==> config.mk <==
export PLATFORM = sky130hd
export DESIGN_NAME = ahp_host_port
export DESIGN_NICKNAME = d
export VERILOG_FILES = /design/src/core/ahp_pkg.sv /design/src/core/ahp_addr_latch.sv /design/src/core/ahp_host_port.sv /design/src/core/ahp_sync2.sv
export SDC_FILE = /design/constraint.sdc
export NUM_CORES = 1
export LEC_CHECK = 0
export BUFFER_PORTS_ARGS = -buffer_cell sky130_fd_sc_hd__buf_2
export CAP_MARGIN = 20
export CORE_ASPECT_RATIO = 1.2
export CORE_MARGIN = 3
export CORE_UTILIZATION = 61
export CTS_CLUSTER_SIZE = 10
export DETAILED_ROUTE_END_ITERATION = 10
export PLACE_DENSITY = 0.77
export SYNTH_ARGS = -nofsm -noshare
export SYNTH_HDL_FRONTEND = slang
export SYNTH_SLANG_ARGS = --single-unit
==> constraint.sdc <==
create_clock -name ref_clk_in -period 4.1 [get_ports ref_clk_in]
set_clock_uncertainty 0.2 [all_clocks]
set_input_delay 0.41 -clock ref_clk_in [delete_from_list [all_inputs] [get_ports ref_clk_in]]
set_output_delay 0.41 -clock ref_clk_in [all_outputs]
set_load 0.005 [all_outputs]
==> src/core/ahp_pkg.sv <==
// Shared constants for the acquisition host bus port.
package ahp_pkg;
  // ---------------------------------------------------------------------------
  // Bus widths and address decode
  // ---------------------------------------------------------------------------
  localparam int unsigned DATA_W    = 16;
  localparam int unsigned ADDR_W    = 5;
  localparam int unsigned BYTE_W    = 8;
  localparam logic [3:0]  RAM_TOP   = 4'h7;   // Word indices 0 to 7 hold instructions.
  localparam logic [3:0]  IDX_CFG   = 4'h8;
  localparam logic [3:0]  IDX_IEN   = 4'h9;
  localparam logic [3:0]  IDX_IST   = 4'ha;
  localparam logic [3:0]  IDX_FIFO  = 4'hf;
  localparam logic [15:0] OE_BYTE   = 16'h00ff;
  localparam logic [15:0] OE_WORD   = 16'hffff;

  // ---------------------------------------------------------------------------
  // Configuration and interrupt enable field positions
  // ---------------------------------------------------------------------------
  localparam int unsigned CFG_START   = 0;
  localparam int unsigned CFG_SOFTRST = 1;
  localparam int unsigned CFG_SYNCDIR = 7;
  localparam int unsigned CFG_PTR_LO  = 8;
  localparam int unsigned IEN_CNT_LO  = 11;
  localparam logic [15:0] CFG_RESET   = 16'h0000;
  localparam logic [15:0] IEN_RESET   = 16'h0000;
  localparam int unsigned N_IRQ       = 8;
  localparam int unsigned IRQ_DONE    = 0;
  localparam int unsigned IRQ_FULL    = 1;
  localparam int unsigned IRQ_COUNT   = 2;
  localparam int unsigned IRQ_OVER    = 3;

  // ---------------------------------------------------------------------------
  // Instruction fields and sequencer timing in clock cycles
  // ---------------------------------------------------------------------------
  localparam int unsigned INS_POS_LO  = 2;
  localparam int unsigned INS_NEG_LO  = 5;
  localparam int unsigned INS_DIFF    = 8;
  localparam int unsigned N_INSTR     = 8;
  localparam int unsigned N_SECT      = 3;
  localparam logic [5:0]  ST7_CYCLES  = 6'h09;
  localparam logic [5:0]  ST5_CYCLES  = 6'h2c;
  localparam logic [6:0]  BUSY_CYCLES = 7'h37;  // States 0, 1, 7 and 5 together.
  localparam int unsigned FIFO_DEPTH  = 32;

  typedef enum logic [2:0] {
    AHP_IDLE  = 3'b000,
    AHP_ST0   = 3'b001,
    AHP_ST1   = 3'b010,
    AHP_ST7   = 3'b011,
    AHP_ST5   = 3'b100,
    AHP_STORE = 3'b101
  } ahp_seq_e;
endpackage : ahp_pkg

==> src/core/ahp_addr_latch.sv <==
// Address and chip select latch for the multiplexed bus.
`timescale 1ns/1ps
`default_nettype none
module ahp_addr_latch
  import ahp_pkg::*;
(
  input  wire logic              ref_clk_in,
  input  wire logic              rst_b_in,
  input  wire logic              ale_in,
  input  wire logic              cs_b_in,
  input  wire logic [ADDR_W-1:0] addr_in,
  output var  logic              cs_b_out,
  output var  logic [ADDR_W-1:0] addr_out
);
  logic              held_cs_b;
  logic [ADDR_W-1:0] held_addr;
  logic              next_held_cs_b;
  logic [ADDR_W-1:0] next_held_addr;

  // Held copy tracks the bus while the strobe is high and freezes when it falls.
  always_comb
  begin
    next_held_cs_b = held_cs_b;
    next_held_addr = held_addr;
    if (ale_in)
    begin
      next_held_cs_b = cs_b_in;  // RQ7
      next_held_addr = addr_in;  // RQ7
    end
  end

  always_ff @(posedge ref_clk_in or negedge rst_b_in)
  begin
    if (!rst_b_in)
    begin
      held_cs_b <= 1'b1;
      held_addr <= '0;
    end
    else
    begin
      held_cs_b <= next_held_cs_b;
      held_addr <= next_held_addr;
    end
  end

  // Strobe high passes straight through; low shows the latched pair only.
  always_comb
  begin
    cs_b_out = ale_in ? cs_b_in : held_cs_b;  // RQ8 RQ9
    addr_out = ale_in ? addr_in : held_addr;  // RQ8 RQ9
  end
endmodule // ahp_addr_latch
`default_nettype wire

==> src/core/ahp_host_port.sv <==
// Host bus port, conversion sequencer, result FIFO and instruction store.
// -----------------------------------------------------------------------------
// What this block does
// [RQ1] Conversion runs states 0,1 one clock, 7 nine, 5 forty-four, then a store clock.
// [RQ2] Bus width high uses low byte only, upper lines float; low gives 16 bits.
// [RQ3] Data lines driven only while read strobe and chip select are both low.
// [RQ4] Data taken from the bus while store strobe and chip select are low.
// [RQ5] Chip select low freezes the sequencer; it resumes when select rises.
// [RQ6] Host holds chip select low only during real accesses.
// [RQ7] Strobe high passes the address; its falling edge latches address and select.
// [RQ8] While the latch strobe is low, address and select changes are ignored.
// [RQ9] Non-multiplexed hosts hold the latch strobe high permanently.
// [RQ10] Five address lines select registers, the FIFO and instruction store.
// [RQ11] With sync direction low, the sync pin is an input; its rise samples.
// [RQ12] After a sync rise the conversion starts on the next clock edge.
// [RQ13] With sync direction high, sync is driven high during a conversion.
// [RQ14] Reset sets the sync pin as an input.
// [RQ15] Interrupt output low while any unmasked source of eight is pending.
// [RQ16] Reading interrupt status clears all pending bits and releases the output.
// [RQ17] Transfer request high when FIFO count equals a non-zero programmed count.
// [RQ18] The system supplies the device clock within its allowed range.
// [RQ19] The instruction selects single-ended or any-pair differential inputs.
// [RQ20] Eight instructions occupy word indices 0 to 7, bytes 0 to 15.
// [RQ21] Transfer request falls once reads bring the count below the programmed value.
// -----------------------------------------------------------------------------
`timescale 1ns/1ps
`default_nettype none
module ahp_host_port
  import ahp_pkg::*;
(
  input  wire logic                      ref_clk_in,
  input  wire logic                      rst_b_in,
  input  wire logic                      cs_b_in,
  input  wire logic                      rd_b_in,
  input  wire logic                      wr_b_in,
  input  wire logic                      ale_in,
  input  wire logic                      bus_width_select_in,
  input  wire logic [ahp_pkg::ADDR_W-1:0] register_select_lines_in,
  input  wire logic [ahp_pkg::DATA_W-1:0] host_data_lines_in,
  output var  logic [ahp_pkg::DATA_W-1:0] host_data_lines_out,
  output var  logic [ahp_pkg::DATA_W-1:0] host_data_lines_oe_out,
  input  wire logic                      sync_in,
  output var  logic                      sync_out,
  output var  logic                      sync_oe_out,
  input  wire logic [12:0]               conv_result_in,
  input  wire logic [3:0]                aux_irq_in,
  output var  logic [2:0]                mux_pos_out,
  output var  logic [2:0]                mux_neg_out,
  output var  logic                      mux_diff_out,
  output var  logic                      int_b_out,
  output var  logic                      transfer_request_out
);
  // ---------------------------------------------------------------------------
  // Pin synchronisers and address latch
  // ---------------------------------------------------------------------------
  logic              cs_b_s, rd_b_s, wr_b_s, ale_s, bw_s, sync_s, sync_d;
  logic [ADDR_W-1:0] addr_s, addr_eff;
  logic [DATA_W-1:0] data_s;
  logic              cs_b_eff;

  ahp_sync2 #(.W(ADDR_W + DATA_W + 6)) u_sync (
    .ref_clk_in (ref_clk_in),
    .rst_b_in   (rst_b_in),
    .d_in       ({cs_b_in, rd_b_in, wr_b_in, ale_in, bus_width_select_in, sync_in,
                  register_select_lines_in, host_data_lines_in}),
    .q_out      ({cs_b_s, rd_b_s, wr_b_s, ale_s, bw_s, sync_s, addr_s, data_s})
  );

  ahp_addr_latch u_latch (
    .ref_clk_in (ref_clk_in),
    .rst_b_in   (rst_b_in),
    .ale_in     (ale_s),
    .cs_b_in    (cs_b_s),
    .addr_in    (addr_s),
    .cs_b_out   (cs_b_eff),
    .addr_out   (addr_eff)
  );

  // ---------------------------------------------------------------------------
  // State declarations
  // ---------------------------------------------------------------------------
  logic [DATA_W-1:0] cfg, ien, next_cfg, next_ien;
  logic [N_IRQ-1:0]  ist, next_ist, irq_src;
  logic              rd_act, wr_act, rd_act_d, wr_act_d, next_rd_act_d, next_wr_act_d;
  logic [ADDR_W-1:0] acc_addr, next_acc_addr;
  logic [DATA_W-1:0] wlat, next_wlat, rdata, next_dout, next_oe, merged;
  logic              rd_end, wr_end, ist_clear, fifo_pop, ram_we, freeze, soft_rst;
  logic              next_int_b, next_dma;
  logic [DATA_W-1:0] ram [N_INSTR][N_SECT];
  logic [DATA_W-1:0] fifo_mem [FIFO_DEPTH];
  ahp_seq_e          state, next_state;
  logic [5:0]        cnt, next_cnt, fifo_cnt, next_fifo_cnt;
  logic [4:0]        wp, rp, next_wp, next_rp;
  logic [2:0]        pc, next_pc;
  logic              next_sync, fifo_push, sync_rise, start_ok;
  logic [DATA_W-1:0] instr;
  logic [3:0]        aidx;
  logic [1:0]        ptr;

  // Strobes qualified by chip select, and the word index of the access.
  always_comb
  begin
    rd_act    = !cs_b_eff && !rd_b_s;       // RQ3
    wr_act    = !cs_b_eff && !wr_b_s;       // RQ4
    rd_end    = rd_act_d && !rd_act;
    wr_end    = wr_act_d && !wr_act;
    aidx      = (rd_act || wr_act) ? addr_eff[ADDR_W-1:1] : acc_addr[ADDR_W-1:1];  // RQ10 RQ20
    ptr       = cfg[CFG_PTR_LO +: 2];
    freeze    = !cs_b_s;                    // RQ5 RQ6
    sync_rise = sync_s && !sync_d;          // RQ11
    ist_clear = rd_end && (aidx == IDX_IST);
    fifo_pop  = rd_end && (aidx == IDX_FIFO) && (fifo_cnt != 6'h00);
    ram_we    = wr_end && (aidx <= RAM_TOP) && (ptr != 2'b11);
  end

  // ---------------------------------------------------------------------------
  // Read path: data mux and output drivers
  // ---------------------------------------------------------------------------
  always_comb
  begin
    rdata = '0;
    if (aidx <= RAM_TOP)
    begin
      rdata = (ptr == 2'b11) ? '0 : ram[aidx[2:0]][ptr];  // RQ10 RQ20
    end
    else
    begin
      unique case (aidx)
        IDX_CFG:  rdata = cfg;
        IDX_IEN:  rdata = ien;
        IDX_IST:  rdata = {{(DATA_W - N_IRQ){1'b0}}, ist};
        IDX_FIFO: rdata = fifo_mem[rp];
        default:  rdata = '0;
      endcase
    end
    next_dout = bw_s ? {8'h00, ((rd_act ? addr_eff[0] : acc_addr[0]) ? rdata[15:8] : rdata[7:0])} : rdata;  // RQ2
    next_oe   = rd_act ? (bw_s ? OE_BYTE : OE_WORD) : '0;                           // RQ2 RQ3
  end

  // ---------------------------------------------------------------------------
  // Write path and register file next values
  // ---------------------------------------------------------------------------
  always_comb
  begin
    next_rd_act_d = rd_act;
    next_wr_act_d = wr_act;
    next_acc_addr = (rd_act || wr_act) ? addr_eff : acc_addr;
    next_wlat     = wr_act ? data_s : wlat;                  // RQ4
    merged        = rdata;
    if (bw_s)
    begin
      if (acc_addr[0])
        merged[15:8] = wlat[7:0];
      else
        merged[7:0] = wlat[7:0];
    end
    else
    begin
      merged = wlat;
    end
    soft_rst = wr_end && (aidx == IDX_CFG) && merged[CFG_SOFTRST];
    next_cfg = cfg;
    next_ien = ien;
    if (wr_end && aidx == IDX_CFG)
      next_cfg = merged;                                     // RQ4
    if (wr_end && aidx == IDX_IEN)
      next_ien = merged;
    if (soft_rst)
      next_cfg[CFG_SOFTRST] = 1'b0;                          // Soft reset bit self-clears.
    // Sources win over a clear in the same cycle.
    next_ist   = (ist_clear ? '0 : ist) | irq_src;           // RQ16
    next_int_b = ~|(ist & ien[N_IRQ-1:0]);                   // RQ15
    next_dma   = (ien[IEN_CNT_LO +: 5] != 5'h00) &&
                 (fifo_cnt == {1'b0, ien[IEN_CNT_LO +: 5]});  // RQ17 RQ21
  end

  always_ff @(posedge ref_clk_in or negedge rst_b_in)
  begin
    if (!rst_b_in)
    begin
      cfg                    <= CFG_RESET;                   // RQ14
      ien                    <= IEN_RESET;
      ist                    <= '0;
      rd_act_d               <= 1'b0;
      wr_act_d               <= 1'b0;
      acc_addr               <= '0;
      wlat                   <= '0;
      host_data_lines_out    <= '0;
      host_data_lines_oe_out <= '0;
      int_b_out              <= 1'b1;
      transfer_request_out   <= 1'b0;
    end
    else
    begin
      cfg                    <= next_cfg;
      ien                    <= next_ien;
      ist                    <= next_ist;
      rd_act_d               <= next_rd_act_d;
      wr_act_d               <= next_wr_act_d;
      acc_addr               <= next_acc_addr;
      wlat                   <= next_wlat;
      host_data_lines_out    <= next_dout;
      host_data_lines_oe_out <= next_oe;
      int_b_out              <= next_int_b;
      transfer_request_out   <= next_dma;
    end
  end

  // Instruction store, one word per section, written when a store strobe ends; result FIFO written on a push.
  always_ff @(posedge ref_clk_in)
  begin
    if (ram_we)
      ram[aidx[2:0]][ptr] <= merged;                         // RQ20
    if (fifo_push)
      fifo_mem[wp] <= {{3{conv_result_in[12]}}, conv_result_in};
  end

  // ---------------------------------------------------------------------------
  // Conversion sequencer and FIFO pointers
  // ---------------------------------------------------------------------------
  always_comb
  begin
    instr         = ram[pc][0];
    start_ok      = cfg[CFG_START] && (cfg[CFG_SYNCDIR] || sync_rise);  // RQ11 RQ12
    next_state    = state;
    next_cnt      = cnt;
    next_pc       = pc;
    fifo_push     = 1'b0;
    irq_src       = {aux_irq_in, 4'h0};
    next_wp       = wp;
    next_rp       = fifo_pop ? rp + 5'd1 : rp;
    next_fifo_cnt = fifo_pop ? fifo_cnt - 6'd1 : fifo_cnt;              // RQ21
    if (!freeze)
    begin
      unique case (state)
        AHP_IDLE:  if (start_ok) next_state = AHP_ST0;                  // RQ12
        AHP_ST0:   next_state = AHP_ST1;                                // RQ1
        AHP_ST1:
        begin
          next_state = AHP_ST7;
          next_cnt   = ST7_CYCLES - 6'd1;
        end
        AHP_ST7:
        begin
          next_cnt = cnt - 6'd1;
          if (cnt == 6'd0)
          begin
            next_state = AHP_ST5;
            next_cnt   = ST5_CYCLES - 6'd1;                             // RQ1
          end
        end
        AHP_ST5:
        begin
          next_cnt = cnt - 6'd1;
          if (cnt == 6'd0)
            next_state = AHP_STORE;
        end
        AHP_STORE:
        begin
          next_pc             = pc + 3'd1;
          irq_src[IRQ_DONE]   = 1'b1;
          fifo_push           = (fifo_cnt != 6'(FIFO_DEPTH));
          irq_src[IRQ_OVER]   = !fifo_push;
          next_state          = (cfg[CFG_START] && cfg[CFG_SYNCDIR]) ? AHP_ST0 : AHP_IDLE;
        end
        default:   next_state = AHP_IDLE;
      endcase
    end
    if (fifo_push)
    begin
      next_wp       = wp + 5'd1;
      next_fifo_cnt = next_fifo_cnt + 6'd1;
      irq_src[IRQ_FULL]  = (next_fifo_cnt == 6'(FIFO_DEPTH));
      irq_src[IRQ_COUNT] = (next_fifo_cnt == {1'b0, ien[IEN_CNT_LO +: 5]});
    end
    if (soft_rst)
    begin
      next_state    = AHP_IDLE;
      next_pc       = 3'd0;
      next_wp       = 5'd0;
      next_rp       = 5'd0;
      next_fifo_cnt = 6'd0;
    end
    next_sync = (next_state != AHP_IDLE) && (next_state != AHP_STORE);  // RQ13
  end

  always_ff @(posedge ref_clk_in or negedge rst_b_in)
  begin
    if (!rst_b_in)
    begin
      state        <= AHP_IDLE;
      cnt          <= '0;
      pc           <= '0;
      wp           <= '0;
      rp           <= '0;
      fifo_cnt     <= '0;
      sync_d       <= 1'b0;
      sync_out     <= 1'b0;
      sync_oe_out  <= 1'b0;                                             // RQ14
      mux_pos_out  <= '0;
      mux_neg_out  <= '0;
      mux_diff_out <= 1'b0;
    end
    else
    begin
      state        <= next_state;
      cnt          <= next_cnt;
      pc           <= next_pc;
      wp           <= next_wp;
      rp           <= next_rp;
      fifo_cnt     <= next_fifo_cnt;
      sync_d       <= sync_s;
      sync_out     <= next_sync;                                        // RQ13
      sync_oe_out  <= cfg[CFG_SYNCDIR];                                 // RQ11 RQ13
      mux_pos_out  <= instr[INS_POS_LO +: 3];                           // RQ19
      mux_neg_out  <= instr[INS_NEG_LO +: 3];                           // RQ19
      mux_diff_out <= instr[INS_DIFF];                                  // RQ19
    end
  end

  // ---------------------------------------------------------------------------
  // Assertions and covers
  // ---------------------------------------------------------------------------
  logic [6:0] busy_cnt;
  always_ff @(posedge ref_clk_in or negedge rst_b_in)
  begin
    if (!rst_b_in)
      busy_cnt <= '0;
    else if (next_state == AHP_ST0 && state != AHP_ST0)
      busy_cnt <= '0;
    else if (!freeze && state != AHP_IDLE && state != AHP_STORE)
      busy_cnt <= busy_cnt + 7'd1;
  end
endmodule // ahp_host_port
`default_nettype wire

==> src/core/ahp_sync2.sv <==
// Two-flop synchroniser for asynchronous pin levels.
`timescale 1ns/1ps
`default_nettype none
module ahp_sync2 #(
  parameter int unsigned W = 1
) (
  input  wire logic         ref_clk_in,
  input  wire logic         rst_b_in,
  input  wire logic [W-1:0] d_in,
  output var  logic [W-1:0] q_out
);
  logic [W-1:0] meta;

  // The first stage feeds only the second stage.
  always_ff @(posedge ref_clk_in or negedge rst_b_in)
  begin
    if (!rst_b_in)
    begin
      meta  <= '0;
      q_out <= '0;
    end
    else
    begin
      meta  <= d_in;
      q_out <= meta;
    end
  end
endmodule // ahp_sync2
`default_nettype wire

==> results_dict.tcl <==
set metrics [dict create \
    yosys-top-cells-area "edfxtp_1, dfrtp_1, mux4_2" \
    drt_iter0_markers 3214 \
    design.die.area_mm2 0.0661 \
    clock_path_buffers 3 \
    cpLargestDelayFamily "multiplexers" \
    portBuffers 88 \
    cpMaxStageDelayCell "dfrtp_4" \
    postRouteAntennaNets 0 \
    cp.arrival_ns 4.36 \
    syn_nets 2270 \
    async_reset_ff_frac 0.183 \
    cp_max_fo 27 \
    worst_ep_required_time_ns 4.43 \
    hold_path.class "in2reg" \
    grt_first_pass_wirelength_mm 152 \
    antenna_found_initial 3 \
    synthToLayoutAreaGrowth_pct 15.5 \
    yosysWarnings 0 \
    place_ws_ns -0.0619 \
    cp_cell_sequence "buf_12 -> mux4_2 -> mux4_2 -> mux2i_1 -> nor2_1 -> a221o_1 -> a211oi_1 -> nor2_1 -> buf_4 -> mux2_2" \
    cts_tree "built" \
    maxSlewHeadroom 0.320 \
    path_clk_slew_ns 0.06 \
    power_density_mw_per_mm2 562 \
    fin_setup_tns_ns 0 \
    syn_inst 2214 \
    synth-edff-count 800 \
    h-tree-depth 3 \
    layout_min_cycle_time_ns 4.02 \
    fmaxAchievable_mhz 249 \
    grt_pass1_vias 23600 \
    synth_ff_type "edfxtp_1" \
    rsz0062_at_grt "true" \
    ys_ff_latch 979 \
    clock_sinks 979 \
    yosysSeqAreaShare 0.741 \
    routed_wl_mm 103 \
    synth.most_common_cell "edfxtp_1" \
    coreArea_mm2 0.0622 \
    cts_root_buf "clkbuf_16" \
    leakagePower_nw 15.2 \
    placedCellCount 3151 \
    setup_viol 0 \
    num_vias 23000 \
    synth_top_area_frac 0.624 \
    outcome "completed" \
    synth_top_cells_by_count "edfxtp_1, dfrtp_1, o22ai_1" \
    pin_count 89 \
    die_h_um 281 \
    drive_gt1_frac 0.247 \
    power_mw 25.0 \
    tightest_slew_ns 1.02 \
    grt_max_degree 102 \
    synthDistinctLibCells 76 \
    initial_core_util 0.619 \
    fp.dieW_um 235 \
    placed_area_mm2 0.0409 \
    wl_per_cell_um 30.3 \
    stdcell_area_mm2 0.0444 \
    path_class "reg2reg" \
    cpPeakStageDelay_ns 0.59 \
    track_usage 0.313 \
    cts_made_buffers 107 \
    drc 0 \
    final_cells 3390 \
    clock_latency_ns 0.66 \
    hold_viol_final 0 \
    period_share 0.981 \
    slew_violations 0 \
    critPathLaunchType "flip-flop" \
    overflow 0 \
    synth.largest_area_cell "edfxtp_1" \
    gp_congestion 0.937 \
    maxCapViolations 0 \
    detail_route.first_pass.iterations 6 \
    fin_nets 2536 \
    ir_drop_uv 595 \
    avgSynthCellArea_um2 17.4 \
    rows 100 \
    via_per_inst 6.77 \
    synth_area_mm2 0.0385 \
    final.setup.worst_slack_ns 0.0761 \
    crit_path_end_kind "flip-flop" \
    hpwlAfterDp_mm 63.8 \
    path_buf_inv 2 \
]
-- layer usage --
| metal | share of wire | GRT usage | vias up |
|---|---|---|---|
| li1 | - | - | 9440 |
| met1 | 0.32 | 0.369 | 11600 |
| met2 | 0.52 | 0.550 | 1530 |
| met3 | 0.092 | 0.0590 | 353 |
| met4 | 0.062 | 0.170 | 0 |
| met5 | 0 | 0 | - |
-- final timing paths --
check                                          start                                to  slack, ns  cells past startpoint
setup / recovery                   rp[0]$_DFFE_PN0P_               ien[14]$_DFFE_PN0P_       0.08                     10
hold / removal                     conv_result_in[6]         fifo_mem[31][6]$_DFFE_PP_       0.06                      1
setup reg to reg                   rp[0]$_DFFE_PN0P_               ien[14]$_DFFE_PN0P_       0.08                     10
hold reg to reg            u_sync.meta[18]$_DFF_PN0_        u_sync.q_out[18]$_DFF_PN0_       0.14                      0
max in group asynchronous                   rst_b_in       u_latch.held_cs_b$_DFF_PN1_       2.56                      3
min in group asynchronous                   rst_b_in  host_data_lines_out[0]$_DFF_PN0_       0.20                      2
-- where the power goes --
part / total, mW / switching, mW / leakage (nW) / internal (mW)
Clock: 8.65 / 3.67 / 1.47 / 4.98
Sequential: 11.9 / 0.410 / 9.39 / 11.5
Combinational: 4.39 / 2.72 / 4.30 / 1.67
Total: 25.0 / 6.79 / 15.2 / 18.2
-- sequential cells by signal, indices dropped and copies added, names as in the netlist, 6 cells and up --
register	flops
ien	16
ist	8
cnt	6
u_sync.meta	27
u_sync.q_out	27
cfg	15
wlat	16
host_data_lines_out	16
ram	384
fifo_mem	416
fifo_cnt	6
-- kinds of logic after synthesis --
kind of cell | synth area share
buf+inv | 0.0215
compound gates | 0.0706
flops | 0.741
fa+ha+maj | 0.00325
simple gates | 0.0481
xor+xnor | 0.00683
mux | 0.109
-- final cells by class --
cell class,count,area (um^2)
diodes,2,5.00
clock buffers,197,3060
clock inverters,4,63.8
fillers,3600,17700
inverters,32,126
multi-input cells,1054,9250
flip-flops and latches,979,28500
well taps,816,1020
repair buffers,306,2410
-- cells in the final DEF (no fill, tap or decap), drive strengths merged, types with 14 or more instances in the layout --
| cell type | count |
|---|---|
| xnor2 | 18 |
| edfxtp | 800 |
| nand3 | 18 |
| dfrtp | 177 |
| inv | 33 |
| nor2 | 114 |
| a22oi | 15 |
| buf | 273 |
| o21ai | 45 |
| mux2 | 44 |
| mux2i | 43 |
| a31oi | 20 |
| dlygate4sd3 | 32 |
| clkbuf | 198 |
| mux4 | 144 |
| nand2 | 87 |
| o22ai | 145 |
| nor3 | 83 |
| a21oi | 43 |
| a211o | 14 |
-- metrics by stage --
stage	hold WS [ns]	utilization
2_1_floorplan	-0.0856	-
3_3_place_gp	0.133	0.658
3_5_place_dp	0.135	0.658
4_1_cts	0.0353	0.714
5_1_grt	0.0969	0.715
6_report	0.0627	0.715
-- what timing repair did --
item / in CTS / in global routing
pin swaps: 0 / 0
hold buffers: 32 / 0
endpoints found under the setup margin: 96 / 146
gates resized for setup: 4 / 5
cloned: 0 / 0
setup buffers: 0 / 2
hold endpoints to repair: 129 / 0
(Power assumes the default switching activity.)
